$ cat src/rxff_pkg.sv
package rxff_pkg;
  localparam int rxff_num_chan = 8;
  localparam int rxff_chan_w = 3;
  localparam int rxff_len_w = 16;
  localparam int rxff_int_w = 3;

  localparam logic [7:0] rxff_off_group = 8'h00;
  localparam logic [7:0] rxff_off_uc_set = 8'h04;
  localparam logic [7:0] rxff_off_uc_clr = 8'h08;
  localparam logic [7:0] rxff_off_max_len = 8'h0c;
  localparam logic [7:0] rxff_off_buf_off = 8'h10;
  localparam logic [7:0] rxff_off_int_stat = 8'h14;
  localparam logic [7:0] rxff_off_int_mask = 8'h18;

  localparam int rxff_mc_chan_lsb = 0;
  localparam int rxff_mc_en_bit = 5;

  localparam int rxff_int_oversize = 0;
  localparam int rxff_int_jabber = 1;
  localparam int rxff_int_drop = 2;

  localparam logic [15:0] rxff_max_len_rst = 16'h05ee;
  localparam logic [15:0] rxff_buf_off_rst = 16'h0000;
  localparam logic [7:0] rxff_uc_en_rst = 8'h00;
  localparam logic [2:0] rxff_mc_chan_rst = 3'h0;

  localparam logic [1:0] rxff_htrans_nonseq = 2'h2;
  localparam logic [2:0] rxff_hsize_word = 3'h2;
endpackage : rxff_pkg

$ cat src/rxff_cfg_if.sv
`timescale 1ns/10ps
interface rxff_cfg_if;
  logic [2:0] multicast_channel_select;
  logic multicast_accept_enable;
  logic [7:0] unicast_enable;
  logic [15:0] max_frame_length;

  modport regs (
    output multicast_channel_select,
    output multicast_accept_enable,
    output unicast_enable,
    output max_frame_length
  );
  modport classify (
    input max_frame_length
  );
  modport route (
    input multicast_channel_select,
    input multicast_accept_enable,
    input unicast_enable
  );
endinterface : rxff_cfg_if

$ cat src/rxff_top.sv
`timescale 1ns/10ps
// Operation
// - Three-bit field picks multicast receive channel.
// - Writing one to set bit enables channel.
// - Zero writes ignored; read returns enable states.
// - Writing one to clear bit disables channel.
// - Set and clear share the same enables.
// - Sixteen-bit max length, resets to 1518.
// - Byte count above maximum means long frame.
// - Long frame without errors is oversized.
// - Long frame with CRC/code/alignment error: jabber.
// - Offset copied into first-buffer descriptor field.
// - Offset bytes skipped; data starts after them.
// - One offset value serves every channel.
// - Multicast delivered only while enable bit set.
module rxff_top
  import rxff_pkg::*;
(
  input wire logic hclk,
  input wire logic hresetn,
  input wire logic hsel,
  input wire logic [31:0] haddr,
  input wire logic [1:0] htrans,
  input wire logic hwrite,
  input wire logic [2:0] hsize,
  input wire logic [31:0] hwdata,
  input wire logic hready,
  output logic hreadyout,
  output logic hresp,
  output logic [31:0] hrdata,
  input wire logic frame_end,
  input wire logic [15:0] frame_byte_count,
  input wire logic frame_crc_err,
  input wire logic frame_code_err,
  input wire logic frame_align_err,
  output logic frame_long,
  output logic frame_oversize,
  output logic frame_jabber,
  input wire logic dest_valid,
  input wire logic dest_unicast,
  input wire logic dest_multicast,
  input wire logic [2:0] dest_chan,
  output logic deliver_valid,
  output logic [2:0] deliver_chan,
  output logic deliver_drop,
  input wire logic sop_desc_req,
  output logic sop_desc_valid,
  output logic [15:0] sop_buffer_offset,
  output logic irq
);
  rxff_cfg_if cfg ();

  logic [2:0] multicast_channel_select;
  logic multicast_accept_enable;
  logic [7:0] unicast_enable;
  logic [15:0] max_frame_length;
  logic [15:0] buffer_start_offset;
  logic [2:0] int_status;
  logic [2:0] int_mask;
  logic [2:0] int_event;

  logic wr_pend;
  logic rd_wait;
  logic [7:0] dp_addr;
  logic addr_ok;
  logic wr_hit;
  logic [31:0] rd_mux;

  ////////////////////////////////////////////////////////////////////////////
  // AHB-Lite slave: writes commit at the end of a zero-wait data phase.
  // Reads take one wait state so that hrdata comes from a flip-flop and
  // always reflects a write that finished just before.

  assign addr_ok = hsel & hready & (htrans == rxff_htrans_nonseq);
  assign hreadyout = ~rd_wait;
  assign hresp = 1'b0;
  assign wr_hit = wr_pend;

  always_ff @(posedge hclk or negedge hresetn) begin
    if (!hresetn) begin
      wr_pend <= 1'b0;
      rd_wait <= 1'b0;
      dp_addr <= 8'h00;
    end else begin
      rd_wait <= addr_ok & ~hwrite;
      wr_pend <= addr_ok & hwrite;
      if (addr_ok) begin
        dp_addr <= haddr[7:0];
      end
    end
  end

  always_comb begin
    rd_mux = 32'h0000_0000;
    unique case (dp_addr)
      rxff_off_group: begin
        rd_mux[rxff_mc_chan_lsb +: 3] = multicast_channel_select;
        rd_mux[rxff_mc_en_bit] = multicast_accept_enable;
      end
      rxff_off_uc_set: rd_mux[7:0] = unicast_enable;
      rxff_off_uc_clr: rd_mux[7:0] = unicast_enable;
      rxff_off_max_len: rd_mux[15:0] = max_frame_length;
      rxff_off_buf_off: rd_mux[15:0] = buffer_start_offset;
      rxff_off_int_stat: rd_mux[2:0] = int_status;
      rxff_off_int_mask: rd_mux[2:0] = int_mask;
      default: rd_mux = 32'h0000_0000;
    endcase
  end

  always_ff @(posedge hclk or negedge hresetn) begin
    if (!hresetn) begin
      hrdata <= 32'h0000_0000;
    end else if (rd_wait) begin
      hrdata <= rd_mux;
    end
  end

  ////////////////////////////////////////////////////////////////////////////
  // Configuration registers.

  always_ff @(posedge hclk or negedge hresetn) begin
    if (!hresetn) begin
      multicast_channel_select <= rxff_mc_chan_rst;
      multicast_accept_enable <= 1'b0;
    end else if (wr_hit && dp_addr == rxff_off_group) begin
      multicast_channel_select <= hwdata[rxff_mc_chan_lsb +: 3];
      multicast_accept_enable <= hwdata[rxff_mc_en_bit];
    end
  end

  // Both the set and the clear address act on one enable vector.
  always_ff @(posedge hclk or negedge hresetn) begin
    if (!hresetn) begin
      unicast_enable <= rxff_uc_en_rst;
    end else if (wr_hit && dp_addr == rxff_off_uc_set) begin
      unicast_enable <= unicast_enable | hwdata[7:0];
    end else if (wr_hit && dp_addr == rxff_off_uc_clr) begin
      unicast_enable <= unicast_enable & ~hwdata[7:0];
    end
  end

  always_ff @(posedge hclk or negedge hresetn) begin
    if (!hresetn) begin
      max_frame_length <= rxff_max_len_rst;
    end else if (wr_hit && dp_addr == rxff_off_max_len) begin
      max_frame_length <= hwdata[15:0];
    end
  end

  always_ff @(posedge hclk or negedge hresetn) begin
    if (!hresetn) begin
      buffer_start_offset <= rxff_buf_off_rst;
    end else if (wr_hit && dp_addr == rxff_off_buf_off) begin
      buffer_start_offset <= hwdata[15:0];
    end
  end

  assign cfg.multicast_channel_select = multicast_channel_select;
  assign cfg.multicast_accept_enable = multicast_accept_enable;
  assign cfg.unicast_enable = unicast_enable;
  assign cfg.max_frame_length = max_frame_length;

  ////////////////////////////////////////////////////////////////////////////
  // Start-of-packet descriptor offset. There is a single offset for all
  // channels, so the request carries no channel number. The descriptor
  // engine skips this many leading bytes before writing frame data.

  always_ff @(posedge hclk or negedge hresetn) begin
    if (!hresetn) begin
      sop_desc_valid <= 1'b0;
      sop_buffer_offset <= 16'h0000;
    end else begin
      sop_desc_valid <= sop_desc_req;
      if (sop_desc_req) begin
        sop_buffer_offset <= buffer_start_offset;
      end
    end
  end

  ////////////////////////////////////////////////////////////////////////////
  // Frame classification and delivery.

  rxff_classify u_classify (
    .hclk(hclk),
    .hresetn(hresetn),
    .cfg(cfg.classify),
    .frame_end(frame_end),
    .frame_byte_count(frame_byte_count),
    .frame_crc_err(frame_crc_err),
    .frame_code_err(frame_code_err),
    .frame_align_err(frame_align_err),
    .frame_long(frame_long),
    .frame_oversize(frame_oversize),
    .frame_jabber(frame_jabber)
  );

  rxff_route u_route (
    .hclk(hclk),
    .hresetn(hresetn),
    .cfg(cfg.route),
    .dest_valid(dest_valid),
    .dest_unicast(dest_unicast),
    .dest_multicast(dest_multicast),
    .dest_chan(dest_chan),
    .deliver_valid(deliver_valid),
    .deliver_chan(deliver_chan),
    .deliver_drop(deliver_drop)
  );

  ////////////////////////////////////////////////////////////////////////////
  // Interrupts. A new event in the cycle of a write-one-to-clear wins, so
  // no event is lost to a racing clear.

  always_comb begin
    int_event = 3'h0;
    int_event[rxff_int_oversize] = frame_oversize;
    int_event[rxff_int_jabber] = frame_jabber;
    int_event[rxff_int_drop] = deliver_drop;
  end

  always_ff @(posedge hclk or negedge hresetn) begin
    if (!hresetn) begin
      int_status <= 3'h0;
    end else if (wr_hit && dp_addr == rxff_off_int_stat) begin
      int_status <= (int_status & ~hwdata[2:0]) | int_event;
    end else begin
      int_status <= int_status | int_event;
    end
  end

  always_ff @(posedge hclk or negedge hresetn) begin
    if (!hresetn) begin
      int_mask <= 3'h0;
    end else if (wr_hit && dp_addr == rxff_off_int_mask) begin
      int_mask <= hwdata[2:0];
    end
  end

  always_ff @(posedge hclk or negedge hresetn) begin
    if (!hresetn) begin
      irq <= 1'b0;
    end else begin
      irq <= |(int_status & int_mask);
    end
  end
endmodule : rxff_top

$ cat src/rxff_classify.sv
`timescale 1ns/10ps
module rxff_classify
  import rxff_pkg::*;
(
  input wire logic hclk,
  input wire logic hresetn,
  rxff_cfg_if.classify cfg,
  input wire logic frame_end,
  input wire logic [15:0] frame_byte_count,
  input wire logic frame_crc_err,
  input wire logic frame_code_err,
  input wire logic frame_align_err,
  output logic frame_long,
  output logic frame_oversize,
  output logic frame_jabber
);
  logic is_long;
  logic has_err;

  assign is_long = frame_byte_count > cfg.max_frame_length;
  assign has_err = frame_crc_err | frame_code_err | frame_align_err;

  always_ff @(posedge hclk or negedge hresetn) begin
    if (!hresetn) begin
      frame_long <= 1'b0;
      frame_oversize <= 1'b0;
      frame_jabber <= 1'b0;
    end else begin
      frame_long <= frame_end & is_long;
      frame_oversize <= frame_end & is_long & ~has_err;
      frame_jabber <= frame_end & is_long & has_err;
    end
  end
endmodule : rxff_classify

$ cat src/rxff_route.sv
`timescale 1ns/10ps
module rxff_route
  import rxff_pkg::*;
(
  input wire logic hclk,
  input wire logic hresetn,
  rxff_cfg_if.route cfg,
  input wire logic dest_valid,
  input wire logic dest_unicast,
  input wire logic dest_multicast,
  input wire logic [2:0] dest_chan,
  output logic deliver_valid,
  output logic [2:0] deliver_chan,
  output logic deliver_drop
);
  logic uc_ok;
  logic mc_ok;

  // A frame marked multicast follows the multicast setting alone, so a cleared
  // multicast enable cannot be bypassed through the unicast path.
  assign uc_ok = dest_unicast & ~dest_multicast & cfg.unicast_enable[dest_chan];
  assign mc_ok = dest_multicast & cfg.multicast_accept_enable;

  always_ff @(posedge hclk or negedge hresetn) begin
    if (!hresetn) begin
      deliver_valid <= 1'b0;
      deliver_drop <= 1'b0;
    end else begin
      deliver_valid <= dest_valid & (uc_ok | mc_ok);
      deliver_drop <= dest_valid & ~(uc_ok | mc_ok);
    end
  end

  always_ff @(posedge hclk or negedge hresetn) begin
    if (!hresetn) begin
      deliver_chan <= 3'h0;
    end else if (dest_valid) begin
      // Multicast goes only to the selected channel, never the address's own.
      deliver_chan <= mc_ok ? cfg.multicast_channel_select : dest_chan;
    end
  end
endmodule : rxff_route

$ cat config.mk
export PLATFORM = sky130hd
export DESIGN_NAME = rxff_top
export DESIGN_NICKNAME = d
export VERILOG_FILES = /design/src/rxff_pkg.sv /design/src/rxff_cfg_if.sv /design/src/rxff_top.sv /design/src/rxff_classify.sv /design/src/rxff_route.sv
export SDC_FILE = /design/constraint.sdc
export NUM_CORES = 1
export LEC_CHECK = 0
export ABC_AREA = 1
export BUFFER_PORTS_ARGS = -buffer_cell sky130_fd_sc_hd__buf_2
export CAP_MARGIN = 20
export CELL_PAD_IN_SITES_DETAIL_PLACEMENT = 1
export CELL_PAD_IN_SITES_GLOBAL_PLACEMENT = 1
export CORE_MARGIN = 4
export CORE_UTILIZATION = 37
export CTS_CLUSTER_SIZE = 28
export DETAILED_ROUTE_END_ITERATION = 8
export HOLD_SLACK_MARGIN = 0.15
export PLACE_DENSITY_LB_ADDON = 0.1
export SKIP_CTS_REPAIR_TIMING = 1
export SYNTH_ARGS = -nofsm -noshare
export SYNTH_HDL_FRONTEND = slang
export SYNTH_HIERARCHICAL = 1
export SYNTH_SLANG_ARGS = --single-unit
$ cat constraint.sdc
create_clock -name hclk -period 1.98 [get_ports hclk]
set_clock_uncertainty 0.1 [all_clocks]
set_input_delay 0.396 -clock hclk [delete_from_list [all_inputs] [get_ports hclk]]
set_output_delay 0.396 -clock hclk [all_outputs]
set_load 0.01 [all_outputs]
==> results of run 1 <==
[worst max-delay path, stage by stage, from the launching register on]
cell and delay (ns):
dfstp_2 0.54, inv_1 0.04, ha_1 0.28, nand2_1 0.08, nor2_2 0.14, nand4_1 0.09, o21a_1 0.18, nand2_2 0.11
nor2_1 0.05
[Yosys cell counts, drive strengths merged]
cell / instances
o21a: 1
mux2: 16
nor3: 2
ha: 16
nand4: 2
a21o: 1
nand3: 38
buf: 27
dfstp: 8
a21oi: 49
clkinv: 1
nor2: 64
o21ai: 39
nor4: 1
dfrtp: 94
clkbuf: 4
inv: 62
nand2: 155
conb: 1
[cell families (layout without fill, tap and decap cells)]
family	count (synthesis)	after routing	share of synthesized area (%)
fa+ha+maj	16	16	3.984
mux	16	16	3.586
buf+inv	94	191	8.989
compound gates	90	90	9.960
simple gates	262	262	22.41
flops	102	102	51.00
other cells	1	17	0.07463
[power groups by stage]
| stage | clock network (mW) | registers [mW] | logic (mW) |
|---|---|---|---|
| 2_1_floorplan | 0 | 2.31 | 0.229 |
| 3_3_place_gp | 0 | 2.28 | 0.471 |
| 3_5_place_dp | 0 | 2.29 | 0.488 |
| 4_1_cts | 1.80 | 2.25 | 0.491 |
| 5_1_grt | 1.89 | 2.26 | 0.548 |
| 6_report | 1.74 | 2.25 | 0.480 |
[per-stage QoR]
| step | std cells | power, mW | cell area, µm² |
|---|---|---|---|
| floorplan | 597 | 2.534 | 5085 |
| global placement | 852 | 2.754 | 5693 |
| detailed placement | 852 | 2.774 | 5693 |
| CTS | 868 | 4.534 | 5981 |
| global route | 870 | 4.692 | 6001 |
| finish | 870 | 4.469 | 6001 |
[sequential cells by signal (all words and copies together), names as in the netlist, 3 cells and up, named ones only]
signal                        count
cfg.multicast_channel_select      3
dp_addr                           8
int_mask                          3
int_status                        3
cfg.max_frame_length             16
u_route/deliver_chan              3
sop_buffer_offset                16
hrdata                           16
buffer_start_offset              16
[layout make-up]
| class | instances | area, µm² | share of cell area [%] |
|---|---|---|---|
| Clock inverter | 3 | 17.52 | 0.2919 |
| Clock buffer | 13 | 270.3 | 4.504 |
| Tap cell | 176 | 220.2 | 3.670 |
| Sequential cell | 102 | 2562 | 42.70 |
| Inverter | 63 | 236.5 | 3.941 |
| Timing Repair Buffer | 112 | 623.1 | 10.38 |
| Multi-Input combinational cell | 401 | 2071 | 34.51 |
[worst paths after layout]
| check | to | slack, ns | cells after the start |
|---|---|---|---|
| worst max-delay path | u_classify/frame_jabber$_DFF_PN0_ | 0.25 | 8 |
| worst max register to register | u_classify/frame_jabber$_DFF_PN0_ | 0.25 | 8 |
| worst min-delay path | cfg.max_frame_length[15]$_DFFE_PN0P_ | 0.17 | 3 |
| max in group asynchronous | cfg.max_frame_length[10]$_DFFE_PN1P_ | 0.70 | 3 |
| min in group asynchronous | u_route/deliver_chan[2]$_DFFE_PN0P_ | 0.43 | 2 |
| worst min register to register | hrdata[4]$_DFFE_PN0P_ | 0.37 | 2 |
[layer usage]
| metal | vias to the layer above | global-route usage [%] | wire length (µm) | share of wire (%) |
|---|---|---|---|---|
| met5 | - | 0 | 0 | 0 |
| met4 | 0 | 6.190 | 240 | 1.8 |
| met3 | 18 | 3.774 | 564 | 4.1 |
| met2 | 75 | 31.49 | 6664 | 49 |
| met1 | 2010 | 24.04 | 6223 | 45 |
| li1 | 2043 | - | - | - |
==> out/results.ini, run 1 <==
[timing]
slew_headroom_pct = 66.45
final_hold_viol_count = 0
post-route-min-period_ns = 1.734
slew_violations = 0
period_share_pct = 87.57
rsz0062_at_grt = false
setup_violations = 0
hold_slack_ns = 0.1701
worst_slack_ns = 0.2461
worst_slew_pin_slew_ns = 0.5032
fmax_mhz = 576.7
setup_tns_ns = 0

[worst_setup_path]
r2r-start = cfg.max_frame_length[7]$_DFFE_PN1P_
cp_max_fo = 3
critPathCaptureType = flop
critPathKind = flop to flop
arrival_ns = 1.87
crit_required_ns = 2.11
critPathLaunch = cfg.max_frame_length[7]$_DFFE_PN1P_
start_kind = flop

[detailed_routing]
routed_wl_um = 13690
drt_iter0_drc = 111
detail_route.vias_per_cell = 4.766
drc = 0
routed-via-count = 4146
antenna_left = 0
avgRoutedWirePerCell_um = 15.74
firstDrtPassIters = 4

[job]
drv_cap = 0

[clock_tree]
cts_tree = yes
clk_latency_ns = 0.35
clk_pin_slew_ns = 0.07
cts_made_buffers = 9
clock-root-buffer = clkbuf_16
clockBufferDepth = 2
htreeDepth = 3
clkSinkCount = 102

[logic_synthesis]
yosysWarnings = 6
netlist_instances = 581
synth_seq_area_share_pct = 51.00
synth_area_um2 = 5025
synth_cell_types = 32
ys_ff_latch = 102
yosys-top-cells-area = dfrtp_1 (47%), nand2_1 (11%), a21oi_1 (4.8%)
yosysTopAreaCell = dfrtp_1
synth_top_area_share_pct = 46.81
syn_area_per_cell_um2 = 8.649

[cells_and_area]
final_cell_mix = nand2_1 (150), buf_2 (99), dfrtp_1 (94), nor2_1 (57), inv_1 (56)
final_util_pct = 45.13
fin_nets = 806
drive_above_1_share_pct = 26.08
area_growth_pct = 19.42
fillCellCount = 1656
final_common_cell = nand2_1
antenna_cells = 0

[power]
p_sw_share_pct = 25.96
p_int_mw = 3.309
power_frac_seq_pct = 50.3
comb_power_share_pct = 10.7
p_sw_mw = 1.160
ir_drop_mv = 0.3223
powerDensity_nw_per_um2 = 744.7
leakagePower_nw = 3.070
power.share.clock_pct = 39.0

[placed_design]
dp_slack_ns = 0.2285
dp.final_hpwl_um = 10330
port_buffers = 100
place.gp.congestion = 0.8144

[hold_path]
min_path_type = primary input to flop
hp-start = hwdata[15]

[global_routing]
grt_usage_pct = 18.68
grt-ovfl-total = 0
grt_start_max_net_pins = 41
antenna_found_initial = 0
grt_pass1_vias = 4536
grt_pass1_wl_um = 23290

[die]
die-area_um2 = 15510
initial_utilization_pct = 37.79
top_level_ports = 161
chipHeight_um = 124.5
rows = 42
core_um2 = 13300
die_w_um = 124.5

[outcome]
status = finished, final reports clean

(Power assumes the default switching activity.)
==> run 2: changes to the inputs <==
- CORE_UTILIZATION: 37 -> 38
- CTS_BUF_LIST: not set -> sky130_fd_sc_hd__clkbuf_16
- SYNTH_HIERARCHICAL: 1 -> not set
==> run 2 against run 1 <==
  * Wire length decreased by 3.3%
  * Combinational power increased by 11%
  * Sequential power about the same
  * Worst hold slack improved by 0.0054 ns
  * Worst setup slack got worse by 0.088 ns
  * Fmax decreased by 4.8%
  * Register-to-register slack got worse by 0.09 ns
==> out/results.ini, run 2 <==
[detailed_routing]
routed-via-count = 4041
avgRoutedWirePerCell_um = 15.48
wl_met1_um = 6241
wl_met3_um = 656
firstDrtPassIters = 4
drt_iter0_drc = 173
wl_met2_um = 6078
drc = 0
highest_layer = met4
routed_wl_um = 13240
antenna_left = 0
detail_route.vias_per_cell = 4.726

[worst_setup_path]
r2r_slack_ns = 0.16
rr_worst_depth = 8
crit_required_ns = 2.11
critPathCaptureType = flop
r2r-end = u_classify.frame_jabber$_DFF_PN0_
r2r-start = cfg.max_frame_length[5]$_DFFE_PN1P_
start_kind = flop
cp_max_fo = 3
critPathTopFamily = flip-flops
critPathKind = flop to flop
critPathMaxStageDelay_ns = 0.55
crit_buf_inv = 1
arrival_ns = 1.95
slowest_stage = dfstp_2
path_cells = inv_1 > ha_1 > nand2_1 > nor2_2 > nand4_1 > o21a_1 > nand2_2 > nor2_1

[timing]
rsz0062_at_grt = false
period_share_pct = 92.03
worst_slack_ns = 0.1579
slew_violations = 0
setup_tns_ns = 0
fmax_mhz = 548.8
final_hold_viol_count = 0
setup_violations = 0
post-route-min-period_ns = 1.822

[die]
chipHeight_um = 123.7
top_level_ports = 161
rows = 41
die-area_um2 = 15300
core_um2 = 12880
initial_utilization_pct = 39.49
die_w_um = 123.7

[logic_synthesis]
synth_seq_area_share_pct = 50.39
yosysTopAreaCell = dfrtp_1
synth_common_cells = nand2_1 (163), dfrtp_1 (94), inv_1 (67)
ys_ff_latch = 102
ys.flop_type = dfrtp_1
syn_area_per_cell_um2 = 8.921
synth_top_area_share_pct = 46.26
synth-edff-count = 0
synth_cell_types = 32
yosysMostFrequentCell = nand2_1
synth_area_um2 = 5085
yosysWarnings = 0
async_reset_ff_share_pct = 100.0
netlist_instances = 570
yosys-top-cells-area = dfrtp_1 (46%), nand2_1 (12%), o21ai_2 (5.0%)

[clock_tree]
clkSinkCount = 102
htreeDepth = 3
clk_latency_ns = 0.35
cts_made_buffers = 9
clk_pin_slew_ns = 0.07
clockBufferDepth = 2
cts_tree = yes
clock-root-buffer = clkbuf_16

[hold_path]
whs_endpoint = dp_addr[1]$_DFFE_PN0P_
min_path_type = primary input to flop
hp-start = haddr[1]
holdPathStages = 2

[placed_design]
dp_slack_ns = 0.05042
port_buffers = 100
dp.final_hpwl_um = 10220
place.gp.congestion = 0.8050
place_area_um2 = 5746

[outcome]
status = finished, final reports clean

[global_routing]
grt_start_max_net_pins = 48
grt-ovfl-total = 0
grt_pass1_wl_um = 21440
grt_pass1_vias = 4180
antenna_found_initial = 0
grt_usage_pct = 18.48

[power]
power_frac_seq_pct = 46.8
comb_power_share_pct = 11.2
p_sw_share_pct = 24.69
ir_drop_mv = 0.3659
p_sw_mw = 1.181
leakagePower_nw = 3.309
p_int_mw = 3.603
powerDensity_nw_per_um2 = 783.3
power.share.clock_pct = 42.1

[cells_and_area]
area_growth_pct = 20.13
final_cell_mix = nand2_1 (162), buf_2 (99), dfrtp_1 (94), inv_1 (67), nor2_1 (42)
final_common_cell = nand2_1
antenna_cells = 0
fin_nets = 795
drive_above_1_share_pct = 28.40
final_area_um2 = 6108

[job]
drv_cap = 0

[run 2: changes by cell type in the layout (fill, tap and decap cells not counted), sizes merged, moves of 3 or more]
| cell | before | now |
|---|---|---|
| inv | 62 | 70 |
| bufinv | 0 | 3 |
| nor2 | 64 | 49 |
| o22ai | 0 | 8 |
| nand2 | 155 | 166 |
| o21a | 1 | 4 |
| mux2 | 16 | 12 |
| a21oi | 49 | 26 |
| nand3 | 38 | 22 |
| o21ai | 39 | 56 |
| clkbuf | 13 | 9 |
[run 2: cell families after synthesis]
| logic type | count (synthesis) | synth area share (%) |
|---|---|---|
| flip-flops | 102 | 50.39 |
| AND/OR/NAND/NOR | 242 | 21.16 |
| multiplexers | 12 | 2.657 |
| other | 1 | 0.07375 |
| buffers and inverters | 101 | 9.695 |
| AO/OA/AOI/OAI | 96 | 12.08 |
| adder cells (fa/ha/maj) | 16 | 3.937 |
[run 2: power groups by stage]
stage          combinational, mW  sequential (mW)  clock [mW]
5_1_grt                    0.607             2.25        2.17
4_1_cts                    0.544             2.24        2.08
3_5_place_dp               0.541             2.28           0
2_1_floorplan              0.307             2.29           0
3_3_place_gp               0.529             2.27           0
6_report                   0.535             2.24        2.01
[run 2: per-stage QoR]
stage	util, %	std cells	hold WS (ns)	total power [mW]
after floorplan	-	586	0.0004089	2.595
after global placement	44.62	837	0.2458	2.802
after detailed placement	44.62	837	0.2490	2.818
after CTS	47.25	853	-0.1344	4.866
after global routing	47.44	855	0.1645	5.026
final	47.44	855	0.1755	4.785
[run 2: layout make-up]
| cell class | instances | area, µm² |
|---|---|---|
| sequential | 102 | 2562 |
| clock inverter | 7 | 112.6 |
| clock buffer | 9 | 225.2 |
| tap | 172 | 215.2 |
| timing repair buffer | 112 | 635.6 |
| multi-input combinational | 383 | 2095 |
| inverter | 70 | 262.8 |
| fill | 1580 | 6768 |
[run 2: worst reg2reg max path, delay by kind of cell (launching register included)]
family	cells	cell delay, ns
fa+ha+maj	1	0.29
buf+inv	1	0.05
simple gates	5	0.53
compound gates	1	0.20
flops	1	0.55
[run 2: how the worst max path moves through the flow]
stage                                                   start                           endpoint  slack [ns]  cells after the start
after floorplan           cfg.max_frame_length[7]$_DFFE_PN1P_  u_classify.frame_jabber$_DFF_PN0_        0.38                      8
after global placement    cfg.max_frame_length[7]$_DFFE_PN1P_  u_classify.frame_jabber$_DFF_PN0_        0.14                      8
after detailed placement  cfg.max_frame_length[6]$_DFFE_PN1P_  u_classify.frame_jabber$_DFF_PN0_        0.05                      8
after CTS                 cfg.max_frame_length[6]$_DFFE_PN1P_  u_classify.frame_jabber$_DFF_PN0_        0.03                      8
after global routing      cfg.max_frame_length[5]$_DFFE_PN1P_  u_classify.frame_jabber$_DFF_PN0_       0.008                     10
final                     cfg.max_frame_length[5]$_DFFE_PN1P_  u_classify.frame_jabber$_DFF_PN0_        0.16                      8
[run 2: per-layer routing]
metal  track usage, %  up-vias
met5                0        -
met1            25.91     1930
met4            7.612        0
li1                 -     1994
met3            3.088       17
met2            28.42      100
